[src/verilog/clock_ctrl_consts.svh]
// Offsets, field positions, reset values and codes of the clock divisor control block
`ifndef CLOCK_CTRL_CONSTS_SVH
`define CLOCK_CTRL_CONSTS_SVH

`define REG_ADDR_W                   12
`define CLOCK_DIVISOR_CONTROL_OFFSET 12'h000
`define CLOCK_STATUS_OFFSET          12'h004

`define CTRL_RECOVER_BIT             15
`define CTRL_DOZE_RATIO_LSB          12
`define CTRL_DOZE_ENABLE_BIT         11
`define CTRL_FAST_RC_LSB             8
`define CTRL_PLL_OUT_DIV_LSB         6
`define CTRL_PLL_IN_PRESCALE_LSB     0
`define CLOCK_DIVISOR_CONTROL_RESET  16'h3040

`define DOZE_RATIO_RESET             3'h3
`define DOZE_RATIO_DIV1              3'h0
`define FAST_RC_DIV256_CODE          3'h7
`define PLL_OUT_DIV8_CODE            2'h3
`define PLL_OUT_RESERVED_CODE        2'h2
`define PLL_OUT_DIV4_CODE            2'h1
`define PLL_OUT_OPEN_CODE            2'h0

`define STATUS_DOZE_ACTIVE_BIT       0
`define STATUS_CPU_LIMIT_LSB         8

`define AXI_RESP_OKAY                2'h0
`define AXI_RESP_SLVERR              2'h2

`endif

[src/verilog/clock_ctrl_pkg.sv]
// Types and shared helper functions of the clock divisor control block
`include "clock_ctrl_consts.svh"
package clock_ctrl_pkg;

  // Field layout of the 16-bit control register, bit 15 first
  typedef struct packed {
    logic       recover_on_interrupt;
    logic [2:0] doze_ratio;
    logic       doze_enable;
    logic [2:0] fast_rc_postscale;
    logic [1:0] pll_output_divider;
    logic       spare;
    logic [4:0] pll_input_prescale;
  } clock_divisor_control_type;

  // One register write, as handed from the bus port to the register file
  typedef struct packed {
    logic                     valid;
    logic [`REG_ADDR_W-1:0]   addr;
    logic [31:0]              data;
    logic [3:0]               strb;
  } reg_write_type;

  // Clock enables that feed the clock tree
  typedef struct packed {
    logic cpu;
    logic peripheral;
    logic fast_rc;
    logic pll;
  } clock_enables_type;

  // Terminal count for a power-of-two processor clock ratio
  function automatic logic [7:0] doze_limit(input logic [2:0] code);
    return (8'h01 << code) - 8'h01;
  endfunction

  // Terminal count of the fast RC postscaler; top code skips 128 for 256
  function automatic logic [7:0] fast_rc_limit(input logic [2:0] code);
    if (code == `FAST_RC_DIV256_CODE) begin
      return 8'hff;
    end
    return (8'h01 << code) - 8'h01;
  endfunction

  // Decoded register addresses; anything else answers with an error
  function automatic logic addr_mapped(input logic [`REG_ADDR_W-1:0] addr);
    return (addr == `CLOCK_DIVISOR_CONTROL_OFFSET) || (addr == `CLOCK_STATUS_OFFSET);
  endfunction

endpackage

[src/verilog/tick_divider.sv]
// Counts source ticks and emits one registered tick every limit+1 of them
`timescale 1ns/100ps
module tick_divider #(
  parameter int W = 8
) (
  input  wire logic         clk,
  input  wire logic         rst,
  input  wire logic         src_tick,
  input  wire logic [W-1:0] limit,
  output logic              tick_q
);

  logic [W-1:0] count_q;

  // Greater-or-equal, so a limit that shrinks mid-count ends the period at once
  always_ff @(posedge clk or posedge rst) begin
    if (rst) begin
      count_q <= '0;
    end else if (src_tick) begin
      if (count_q >= limit) begin
        count_q <= '0;
      end else begin
        count_q <= count_q + W'(1);
      end
    end
  end

  // Output tick one cycle after the source tick that completes the period
  always_ff @(posedge clk or posedge rst) begin
    if (rst) begin
      tick_q <= 1'b0;
    end else begin
      tick_q <= src_tick && (count_q >= limit);
    end
  end

endmodule // tick_divider

[src/verilog/axi_lite_port.sv]
// AXI4-Lite slave port that turns bus transfers into register writes and reads
`timescale 1ns/100ps
module axi_lite_port
  import clock_ctrl_pkg::*;
(
  input  wire logic                    clk,
  input  wire logic                    rst,
  input  wire logic                    awvalid,
  output logic                         awready,
  input  wire logic [`REG_ADDR_W-1:0]  awaddr,
  input  wire logic                    wvalid,
  output logic                         wready,
  input  wire logic [31:0]             wdata,
  input  wire logic [3:0]              wstrb,
  output logic                         bvalid,
  input  wire logic                    bready,
  output logic [1:0]                   bresp,
  input  wire logic                    arvalid,
  output logic                         arready,
  input  wire logic [`REG_ADDR_W-1:0]  araddr,
  output logic                         rvalid,
  input  wire logic                    rready,
  output logic [31:0]                  rdata,
  output logic [1:0]                   rresp,
  output clock_ctrl_pkg::reg_write_type reg_wr_q,
  output logic [`REG_ADDR_W-1:0]       rd_addr,
  input  wire logic [31:0]             rd_data
);

  logic                   aw_full_q;
  logic                   w_full_q;
  logic [`REG_ADDR_W-1:0] awaddr_q;
  logic [31:0]            wdata_q;
  logic [3:0]             wstrb_q;
  logic                   commit;

  // Address and data are taken independently; neither while a response waits
  assign awready = !aw_full_q && !bvalid;
  assign wready  = !w_full_q && !bvalid;
  assign commit  = aw_full_q && w_full_q && !bvalid;
  assign arready = !rvalid;
  assign rd_addr = araddr;

  // Write address holding stage
  always_ff @(posedge clk or posedge rst) begin
    if (rst) begin
      aw_full_q <= 1'b0;
      awaddr_q  <= '0;
    end else if (awvalid && awready) begin
      aw_full_q <= 1'b1;
      awaddr_q  <= awaddr;
    end else if (commit) begin
      aw_full_q <= 1'b0;
    end
  end

  // Write data holding stage
  always_ff @(posedge clk or posedge rst) begin
    if (rst) begin
      w_full_q <= 1'b0;
      wdata_q  <= '0;
      wstrb_q  <= '0;
    end else if (wvalid && wready) begin
      w_full_q <= 1'b1;
      wdata_q  <= wdata;
      wstrb_q  <= wstrb;
    end else if (commit) begin
      w_full_q <= 1'b0;
    end
  end

  // Write strobe to the registers and the response, both on the commit edge
  always_ff @(posedge clk or posedge rst) begin
    if (rst) begin
      reg_wr_q <= '0;
      bvalid   <= 1'b0;
      bresp    <= `AXI_RESP_OKAY;
    end else begin
      reg_wr_q.valid <= commit && addr_mapped(awaddr_q);
      reg_wr_q.addr  <= awaddr_q;
      reg_wr_q.data  <= wdata_q;
      reg_wr_q.strb  <= wstrb_q;
      if (commit) begin
        bvalid <= 1'b1;
        bresp  <= addr_mapped(awaddr_q) ? `AXI_RESP_OKAY : `AXI_RESP_SLVERR;
      end else if (bready) begin
        bvalid <= 1'b0;
      end
    end
  end

  // Read answer is captured on the address edge and held until taken
  always_ff @(posedge clk or posedge rst) begin
    if (rst) begin
      rvalid <= 1'b0;
      rdata  <= '0;
      rresp  <= `AXI_RESP_OKAY;
    end else if (arvalid && arready) begin
      rvalid <= 1'b1;
      rdata  <= addr_mapped(araddr) ? rd_data : 32'h0000_0000;
      rresp  <= addr_mapped(araddr) ? `AXI_RESP_OKAY : `AXI_RESP_SLVERR;
    end else if (rready) begin
      rvalid <= 1'b0;
    end
  end

endmodule // axi_lite_port

[src/verilog/clock_divisor_doze_control.sv]
// Clock divisor and doze control: control register, clock enables and bus port
//
// Behaviour
// - With recover-on-interrupt set an interrupt clears doze enable, otherwise it is untouched.
// - The 3-bit doze ratio divides the processor clock by 2**code, 1 to 128, resetting to 8.
// - With doze enable set the processor clock runs slower than peripherals by that ratio.
// - Writes to the doze ratio are kept only while doze enable is clear.
// - Setting doze enable while the doze ratio is 000 is ignored and doze enable stays clear.
// - The fast RC postscaler divides by 1,2,4,8,16,32,64,256 for codes 0..7, resetting to 1.
// - The PLL output divider divides by 8 for 11 and 4 for 01 (reset), and 10 is reserved.
`timescale 1ns/100ps
module clock_divisor_doze_control
  import clock_ctrl_pkg::*;
#(
  parameter int         PLL_DIV_W        = 3,
  parameter logic [2:0] PLL_CODE0_LIMIT  = 3'h1
) (
  input  wire logic                        clk,
  input  wire logic                        rst,
  input  wire logic                        awvalid,
  output logic                             awready,
  input  wire logic [`REG_ADDR_W-1:0]      awaddr,
  input  wire logic                        wvalid,
  output logic                             wready,
  input  wire logic [31:0]                 wdata,
  input  wire logic [3:0]                  wstrb,
  output logic                             bvalid,
  input  wire logic                        bready,
  output logic [1:0]                       bresp,
  input  wire logic                        arvalid,
  output logic                             arready,
  input  wire logic [`REG_ADDR_W-1:0]      araddr,
  output logic                             rvalid,
  input  wire logic                        rready,
  output logic [31:0]                      rdata,
  output logic [1:0]                       rresp,
  input  wire logic                        interrupt_event,
  input  wire logic                        fast_rc_osc_tick,
  input  wire logic                        pll_vco_tick,
  output clock_ctrl_pkg::clock_enables_type clock_enables,
  output logic [4:0]                       pll_input_prescale,
  output logic                             doze_active
);
  import clock_ctrl_pkg::*;

  ////////////////////////////////////////////////////////////////////////////
  // Bus port

  reg_write_type             reg_wr_q;
  logic [`REG_ADDR_W-1:0]    rd_addr;
  logic [31:0]               rd_data;
  clock_divisor_control_type ctrl_q;
  clock_divisor_control_type ctrl_d;
  clock_divisor_control_type wr_fields;
  logic [15:0]               wr_word;
  logic [7:0]                cpu_limit;
  logic [7:0]                fast_rc_lim;
  logic [PLL_DIV_W-1:0]      pll_limit;
  logic                      cpu_tick_q;
  logic                      periph_tick_q;
  logic                      fast_rc_tick_q;
  logic                      pll_tick_q;

  axi_lite_port u_port (
    .clk      (clk),
    .rst      (rst),
    .awvalid  (awvalid),
    .awready  (awready),
    .awaddr   (awaddr),
    .wvalid   (wvalid),
    .wready   (wready),
    .wdata    (wdata),
    .wstrb    (wstrb),
    .bvalid   (bvalid),
    .bready   (bready),
    .bresp    (bresp),
    .arvalid  (arvalid),
    .arready  (arready),
    .araddr   (araddr),
    .rvalid   (rvalid),
    .rready   (rready),
    .rdata    (rdata),
    .rresp    (rresp),
    .reg_wr_q (reg_wr_q),
    .rd_addr  (rd_addr),
    .rd_data  (rd_data)
  );

  ////////////////////////////////////////////////////////////////////////////
  // Control register

  // Byte lanes 0 and 1 carry the 16-bit register; upper lanes have no storage
  always_comb begin
    wr_word[7:0]  = reg_wr_q.strb[0] ? reg_wr_q.data[7:0] : ctrl_q[7:0];
    wr_word[15:8] = reg_wr_q.strb[1] ? reg_wr_q.data[15:8] : ctrl_q[15:8];
    wr_fields     = clock_divisor_control_type'(wr_word);
  end

  // Next value: write first, interrupt recovery last so it wins a same-cycle set
  always_comb begin
    ctrl_d = ctrl_q;
    if (reg_wr_q.valid && (reg_wr_q.addr == `CLOCK_DIVISOR_CONTROL_OFFSET)) begin
      ctrl_d.recover_on_interrupt = wr_fields.recover_on_interrupt;
      if (!ctrl_q.doze_enable) begin
        ctrl_d.doze_ratio = wr_fields.doze_ratio;
      end
      // Checked against the ratio that this same write leaves behind
      ctrl_d.doze_enable = wr_fields.doze_enable &&
                           (ctrl_d.doze_ratio != `DOZE_RATIO_DIV1);
      ctrl_d.fast_rc_postscale = wr_fields.fast_rc_postscale;
      // Reserved divider code is refused so the PLL never sees it
      if (wr_fields.pll_output_divider != `PLL_OUT_RESERVED_CODE) begin
        ctrl_d.pll_output_divider = wr_fields.pll_output_divider;
      end
      ctrl_d.pll_input_prescale = wr_fields.pll_input_prescale;
      ctrl_d.spare              = 1'b0;
    end
    if (interrupt_event && ctrl_q.recover_on_interrupt) begin
      ctrl_d.doze_enable = 1'b0;
    end
  end

  // Register state, doze ratio 8 and PLL divide by 4 out of reset
  always_ff @(posedge clk or posedge rst) begin
    if (rst) begin
      ctrl_q <= clock_divisor_control_type'(`CLOCK_DIVISOR_CONTROL_RESET);
    end else begin
      ctrl_q <= ctrl_d;
    end
  end

  ////////////////////////////////////////////////////////////////////////////
  // Clock enables

  // Doze ratio only applies while doze is on; otherwise every cycle ticks
  assign cpu_limit = ctrl_q.doze_enable ? doze_limit(ctrl_q.doze_ratio) : 8'h00;
  assign fast_rc_lim = fast_rc_limit(ctrl_q.fast_rc_postscale);

  // Divide by 8, 4, or for the open code 0 by PLL_CODE0_LIMIT plus one
  always_comb begin
    unique case (ctrl_q.pll_output_divider)
      `PLL_OUT_DIV8_CODE: pll_limit = PLL_DIV_W'(7);
      `PLL_OUT_DIV4_CODE: pll_limit = PLL_DIV_W'(3);
      `PLL_OUT_OPEN_CODE: pll_limit = PLL_DIV_W'(PLL_CODE0_LIMIT);
      default:            pll_limit = PLL_DIV_W'(3);
    endcase
  end

  tick_divider #(.W(8)) u_cpu_div (
    .clk      (clk),
    .rst      (rst),
    .src_tick (1'b1),
    .limit    (cpu_limit),
    .tick_q   (cpu_tick_q)
  );

  tick_divider #(.W(8)) u_fast_rc_div (
    .clk      (clk),
    .rst      (rst),
    .src_tick (fast_rc_osc_tick),
    .limit    (fast_rc_lim),
    .tick_q   (fast_rc_tick_q)
  );

  tick_divider #(.W(PLL_DIV_W)) u_pll_div (
    .clk      (clk),
    .rst      (rst),
    .src_tick (pll_vco_tick),
    .limit    (pll_limit),
    .tick_q   (pll_tick_q)
  );

  // Peripheral clocks always run at the full system rate
  always_ff @(posedge clk or posedge rst) begin
    if (rst) begin
      periph_tick_q <= 1'b0;
    end else begin
      periph_tick_q <= 1'b1;
    end
  end

  assign clock_enables.cpu        = cpu_tick_q;
  assign clock_enables.peripheral = periph_tick_q;
  assign clock_enables.fast_rc    = fast_rc_tick_q;
  assign clock_enables.pll        = pll_tick_q;
  assign pll_input_prescale       = ctrl_q.pll_input_prescale;
  assign doze_active              = ctrl_q.doze_enable;

  ////////////////////////////////////////////////////////////////////////////
  // Read data

  // Status shows the live doze state and the terminal count in use
  always_comb begin
    rd_data = 32'h0000_0000;
    if (rd_addr == `CLOCK_DIVISOR_CONTROL_OFFSET) begin
      rd_data[15:0] = ctrl_q;
    end else if (rd_addr == `CLOCK_STATUS_OFFSET) begin
      rd_data[`STATUS_DOZE_ACTIVE_BIT] = ctrl_q.doze_enable;
      rd_data[`STATUS_CPU_LIMIT_LSB +: 8] = cpu_limit;
    end
  end

  ////////////////////////////////////////////////////////////////////////////
  // Assertions

  logic [7:0] cpu_gap_q;
  logic       settle_q;

  // Cycles since the last processor tick, and a flag while a ratio change settles
  always_ff @(posedge clk or posedge rst) begin
    if (rst) begin
      cpu_gap_q <= 8'h00;
      settle_q  <= 1'b1;
    end else begin
      cpu_gap_q <= cpu_tick_q ? 8'h01 : cpu_gap_q + 8'h01;
      if (ctrl_d.doze_enable != ctrl_q.doze_enable || ctrl_d.doze_ratio != ctrl_q.doze_ratio) begin
        settle_q <= 1'b1;
      end else if (cpu_tick_q) begin
        settle_q <= 1'b0;
      end
    end
  end
endmodule // clock_divisor_doze_control

[config.mk]
export PLATFORM = sky130hd
export DESIGN_NAME = clock_divisor_doze_control
export DESIGN_NICKNAME = d
export VERILOG_FILES = /design/src/verilog/clock_ctrl_pkg.sv /design/src/verilog/tick_divider.sv /design/src/verilog/axi_lite_port.sv /design/src/verilog/clock_divisor_doze_control.sv
export VERILOG_INCLUDE_DIRS = /design/src /design/src/verilog
export SDC_FILE = /design/constraint.sdc
export NUM_CORES = 1
export LEC_CHECK = 0
export ABC_AREA = 0
export BUFFER_PORTS_ARGS = -buffer_cell sky130_fd_sc_hd__buf_2
export CORE_ASPECT_RATIO = 0.8
export CORE_MARGIN = 2
export CORE_UTILIZATION = 48
export DETAILED_ROUTE_END_ITERATION = 10
export GPL_TIMING_DRIVEN = 1
export PLACE_DENSITY = 0.76
export SLEW_MARGIN = 40
export SYNTH_ARGS = -nofsm -noshare
export SYNTH_HDL_FRONTEND = slang
export SYNTH_SLANG_ARGS = --single-unit
[constraint.sdc]
create_clock -name clk -period 4 [get_ports clk]
set_clock_uncertainty 0.15 [all_clocks]
set_input_delay 1 -clock clk [delete_from_list [all_inputs] [get_ports clk]]
set_output_delay 1 -clock clk [all_outputs]
set_load 0.01 [all_outputs]
* After elaboration in Yosys (flattened, before gate mapping)
Cells that the tools add are included.
** Word-level totals
- Flip-flop bits (word level) :: 139
- Output and inout bits :: 51
** Operators by class
- Add/sub/neg operators :: 5
- Order comparisons :: 3
- Equal/unequal tests :: 5
- Shifts and indexed selects :: 2
- Muxes and demuxes :: 30
- Reduce and logical (&&, ||, !) cells :: 32
** Operator list (count)
- 8-bit 2-to-1 mux :: 8
- 12-bit zero test :: 3
- 12-bit by 3-bit equality test with 1-bit output, second input constant :: 2
- 8-bit by 1-bit adder with 8-bit output, second input constant :: 2
- 8-bit >= comparator :: 2
- 16-bit 2-to-1 mux :: 1
- 1-bit by 3-bit << shifter with 8-bit output, first input constant :: 2
- 8-bit by 1-bit subtractor with 8-bit output, second input constant :: 2
- 7-bit 2-to-1 mux :: 2
- 1-bit logical AND :: 13
- 12-bit 2-to-1 mux :: 1
- 1-bit 2-to-1 mux :: 11
- 2-bit nonzero test :: 5
- 3-bit 2-to-1 mux :: 3
- 2-bit 2-to-1 mux :: 3
- 3-bit one-hot mux with 2 select lines :: 1
- 2-bit AND reduction :: 3
- 1-bit zero test :: 4
- 3-bit by 1-bit adder with 3-bit output, second input constant :: 1
- 3-bit equality test, second input constant :: 1
- 3-bit >= comparator :: 1
- 3-bit nonzero test :: 1
- 2-bit equality test, second input constant :: 1
- 2-bit zero test :: 1
- other kinds (2) :: 3

* Longest topological paths before layout
- Word-level depth :: 7
- Gate-level depth with buffers :: 8
- Mapped depth without buffers :: 8

* Modules after synthesis
A second synthesis with hierarchy kept.
** Second synthesis, totals
- Cells, all modules :: 613
- Area total of the unflattened synthesis :: 7495.9 um^2
** Modules (own cells, without submodules)
- axi_lite_port :: instances 1, cells an instance 335, area an instance 4924.7 um^2, seq. area each 3378.2 um^2
- tick_divider (u_cpu_div ...) :: instances 2, cells an instance 67, area an instance 616.8 um^2, seq. area each 225.2 um^2
- clock_divisor_doze_control :: instances 1, cells an instance 118, area an instance 1082.3 um^2, seq. area each 404.1 um^2
- tick_divider (u_pll_div) :: instances 1, cells an instance 26, area an instance 255.2 um^2, seq. area each 100.1 um^2

* Worst setup path after synthesis
OpenSTA, ideal clock, no wires.
- Kind :: input port to flip-flop
- From :: input araddr[1]
- To :: register u_port.rdata[9]
- Setup time :: 0.083 ns
- Arrival :: 2.337 ns
- Path slack :: 1.430 ns
- Stages on the path :: 5
- Buffers on the path :: 0
- Cells stage by stage :: or3_1 > nand2b_1 > nor2_1 > mux2_2 > o21ai_0
** Between the ends
- Cells in the longest elaborated chain, start to end :: 4
- Elaborated cells between the ends (all ways) :: 6
** RTL lines
- start: declaration :: line clock_divisor_doze_control.sv:32 : input wire logic [`REG_ADDR_W-1:0] araddr,
- 12-bit by 3-bit equality test with 1-bit output (no source line)
- 8-bit 2-to-1 mux :: line clock_divisor_doze_control.sv:197 : end else if (rd_addr == `CLOCK_STATUS_OFFSET) begin
- 8-bit 2-to-1 mux :: line clock_divisor_doze_control.sv:195 : if (rd_addr == `CLOCK_DIVISOR_CONTROL_OFFSET) begin
- 16-bit 2-to-1 mux * :: line axi_lite_port.sv:100 : rdata <= addr_mapped(araddr) ? rd_data : 32'h0000_0000;
- end signal: assignment :: line axi_lite_port.sv:100
- end: declaration :: line axi_lite_port.sv:23 : output logic [31:0] rdata,
Every way passes the cells marked *; elsewhere a longest branch is shown, timed or not.
A chain may end at the register's enable or synchronous reset.

* Worst setup path in the final report
- From :: register ctrl_q (netlist bit doze_active)
- To :: register u_cpu_div.count_q[4]
** Between the ends
- Cells in the longest elaborated chain, start to end :: 3
** RTL lines
- start: declaration :: line clock_divisor_doze_control.sv:52 : clock_divisor_control_type ctrl_q;
- start signal: assignment :: line clock_divisor_doze_control.sv:126 : ctrl_q <= clock_divisor_control_type'(`CLOCK_DIVISOR_CONTROL_RESET);
- start signal: assignment :: line clock_divisor_doze_control.sv:128 : ctrl_q <= ctrl_d;
- 8-bit 2-to-1 mux :: line clock_divisor_doze_control.sv:136 : assign cpu_limit = ctrl_q.doze_enable ? doze_limit(ctrl_q.doze_ratio) : 8'h00;
- 8-bit >= comparator :: line tick_divider.sv:20 : if (count_q >= limit) begin
- 8-bit 2-to-1 mux :: line tick_divider.sv:20
- end signal: assignment :: line tick_divider.sv:23 : count_q <= count_q + W'(1);
- end: declaration :: line tick_divider.sv:13 : logic [W-1:0] count_q;
No other way between the ends.

==> results.tsv <==
stage	metric	value	unit
clock_network	# Post-CTS Setup Buffers	0	
routing	# DRC	0	
logic_synthesis	YS warnings	0	
power	Sw Share	0.2589	
die	Initial Util	0.4939	
logic_synthesis	post-synthesis async set-or-reset flop share	1.000	
timing	max-slew violation count	0	
placement	DPL Wire Length	6548	µm
clock_network	H-Tree Depth	4	
logic_synthesis	Distinct cells, synth	48	
power	combinational fraction of design power	0.145	
run	max-cap viol count	0	
finish	design area	6191	µm²
power	switching power	1026	µW
finish	share of layout cells above drive strength 1	0.3458	
routing	Via density	5.043	
clock_network	CTS Buf Count	17	
run_status	status	finished clean	
die	DIE AREA	11380	µm²
logic_synthesis	Syn Area/Cell	12.46	µm²
routing	Iter 0 DRT Violations	155	
die	I/O pin cnt	121	
placement	Cell Count Post-Placement	612	
routing	routed length per instance	14.66	µm
routing	drt pass-1 iters	4	
die	die width	118.8	µm
power	Clk pwr share	0.412	
global_routing	first-pass GRT wire length	15770	µm
clock_network	post-CTS resize count	0	
placement	Final GP Congestion	0.8125	
clock_network	CTS tree	yes	
finish	fin util	0.6046	
timing	Achievable Freq	0.3509	GHz
logic_synthesis	Yosys top cell area share	0.5690	
finish	# fillers	797	
setup_path	crit path capture type	flop	
power	share of power burned in registers	0.443	
routing	drt total wl	9469	µm
timing	crit path time final	2850	ps
global_routing	vias in the first global route	3221	
finish	Final Instance Count excl. Fillers	646	
clock_network	clock tree buffer depth	2	
clock_network	CTS Root Cell	clkbuf_16	
setup_path	crit path DAT	3030	ps
logic_synthesis	Cell Area, Synth	5057	µm²
power	Int Pwr	2938	µW
routing	via count	3258	
timing	Hold Fails Final Rpt	0	
setup_path	CP Launch Type	flop	
clock_network	hold buffer count at CTS	0	
setup_path	Worst EP required	4180	ps
clock_network	Clock Pin Slew Worst Setup and Hold Paths	50	ps
clock_network	Clk Latency, worst-skew pair	410	ps
power	Pleak	0.003024	µW
power	Pwr Density	640.3	nW/µm²
placement	input/output buffers	82	
timing	final setup vio count	0	
finish	Area growth, synth to finish	22.41	%
timing	setup TNS	0	ps
logic_synthesis	sequential fraction of the synthesis area	0.5846	
timing	Worst slew margin	0.5277	
finish	Post-layout nets	584	
placement	DP Area	5508	µm²
logic_synthesis	Mapped Cells	406	
logic_synthesis	Synth area leaders	dfrtp_1, mux2_2, ha_1	
clock_network	Sink Count	118	
timing	Slew @ Worst Pin	704.2	ps
global_routing	total global-route track usage	0.1811	
die	Core Footprint	10240	µm²
global_routing	pin count of the biggest net entering global routing	53	
logic_synthesis	ys flop type	dfrtp_1	
power	Peak VDD IR	0.4264	mV
logic_synthesis	cell taking the most area after synthesis	dfrtp_1	
logic_synthesis	FF+latch count, synth	118	
finish	Sequential cell area	2957	µm²
finish	area of the multi-input gates	1876	µm²
finish	Inserted Diodes	0	
routing	antenna viol nets, final	0	
die	row count	33	
setup_path	Max FO, Critical Path	15	
logic_synthesis	EDFF count, synth	0	
timing	RSZ-0062 raised after global routing	false	
global_routing	initial antenna violation count	1	
hold_path	Worst Hold Class	flop to flop	
timing	Final period util	0.7124	
global_routing	global route total overflow	0	
die	Die H	95.81	µm
setup_path	Crit Path Category	flop to flop	
[synth_stat cells, drive strengths merged (2+ instances only)]
library cell / number
dfrtp: 115
mux2: 44
nor2: 32
buf: 30
ha: 21
nand2: 21
inv: 15
o21ai: 14
a22o: 12
a21oi: 8
clkbuf: 8
nand3: 8
o31ai: 8
and3: 7
nor2b: 7
xor2: 6
nor4: 5
a21o: 4
and2: 4
dfstp: 3
nand2b: 3
nor3: 3
or3: 3
a211o: 2
conb: 2
nand4: 2
or4: 2
xnor2: 2
[power groups by stage]
stage	sequential [µW]	combinational, µW	clock, µW
after floorplan	1710	456	0
after global placement	1750	529	0
after detailed placement	1770	564	0
after CTS	1760	575	1650
after global routing	1800	653	1720
final	1760	573	1630
[layout by cell type (no fill, tap or decap), drive strengths merged, types with 2 or more instances in the layout]
cell        n
nand4       2
mux2       44
nor3        3
bufinv      4
ha         21
nand2      21
xnor2       2
o31ai       8
inv        17
conb       21
buf        87
o21ai      14
nand2b      3
nand3       8
nor2b       7
clkinvlp    5
and2        4
a21o        4
a22o       12
dfrtp     115
nor4        5
a211o       2
clkbuf     19
a21oi       8
xor2        6
clkinv      2
or3         3
dfstp       3
and3        7
or4         2
nor2       32
[worst max-delay path, cell delays in order, from the launching register on]
cell and delay, ps:
dfrtp_1 660, nor2b_1 320, ha_1 280, nand2b_1 140
a21o_1 170, a2111oi_0 620, o31ai_2 280, nor2_1 170
[area by class of cell]
class,count,area share
Sequential cell,118,0.4776
Clock inverter,13,0.03133
Clock buffer,19,0.07316
Inverter,15,0.009701
Timing Repair Buffer,87,0.07700
Tap cell,140,0.02829
Multi-Input combinational cell,254,0.3030
[sequential cells by signal, summed over array words and instances (netlist names)]
register / flops
periph_tick_q: 1
u_port.aw_full_q: 1
u_port.bvalid: 1
u_pll_div.count_q: 3
u_port.wdata_q: 15
ctrl_q: 9
pll_input_prescale: 5
u_pll_div.tick_q: 1
u_cpu_div.count_q: 8
u_port.rresp: 1
u_cpu_div.tick_q: 1
u_fast_rc_div.tick_q: 1
doze_active: 1
u_port.wstrb_q: 2
u_port.w_full_q: 1
u_fast_rc_div.count_q: 8
u_port.rdata: 15
u_port.awaddr_q: 12
u_port.rvalid: 1
u_port.bresp: 1
u_port.reg_wr_q: 30
[kinds of logic (layout without fill, tap and decap cells)]
family | after synthesis | after routing | synth area share
muxes | 45 | 45 | 0.1007
DFF | 118 | 118 | 0.5846
xor gates and xnor gates | 8 | 8 | 0.01386
and+or+nand+nor | 99 | 99 | 0.1042
other | 2 | 21 | 0.001485
AOI/OAI and AO/OA | 60 | 60 | 0.08264
buffers and inverters | 53 | 134 | 0.06061
adders and majority gates | 21 | 21 | 0.05195
[stage by stage]
step / hold WS, ps / setup slack (ps) / total power, µW
floorplan: 200.1 / 1411 / 2166
global placement: 203.9 / 1125 / 2278
detailed placement: 208.9 / 973.3 / 2335
CTS: 221.1 / 1160 / 3990
global route: 227.4 / 1048 / 4174
finish: 218.9 / 1150 / 3964
[worst paths after layout]
| check | start | endpoint | slack, ps | depth (start not counted) |
|---|---|---|---|---|
| max | doze_active$_DFFE_PP0P_ | u_cpu_div.count_q[4]$_DFF_PP0_ | 1150 | 7 |
| min | u_port.wdata_q[1]$_DFFE_PP0P_ | u_port.reg_wr_q[5]$_DFF_PP0_ | 220 | 0 |
| max reg2reg | doze_active$_DFFE_PP0P_ | u_cpu_div.count_q[4]$_DFF_PP0_ | 1150 | 7 |
| min reg2reg | u_port.wdata_q[1]$_DFFE_PP0P_ | u_port.reg_wr_q[5]$_DFF_PP0_ | 220 | 0 |
| max in group asynchronous | rst | u_port.awaddr_q[1]$_DFFE_PP0P_ | 2660 | 3 |
| min in group asynchronous | rst | u_port.wdata_q[14]$_DFFE_PP0P_ | 390 | 2 |
[per-layer routing]
layer | share of wire | global-route usage | wire [µm]
met5 | 0 | 0 | 0
met1 | 0.44 | 0.2271 | 4142
met4 | 0.013 | 0.07540 | 119
met2 | 0.49 | 0.2845 | 4606
met3 | 0.063 | 0.07050 | 600
Note: power is estimated with default switching activity, not from simulation.
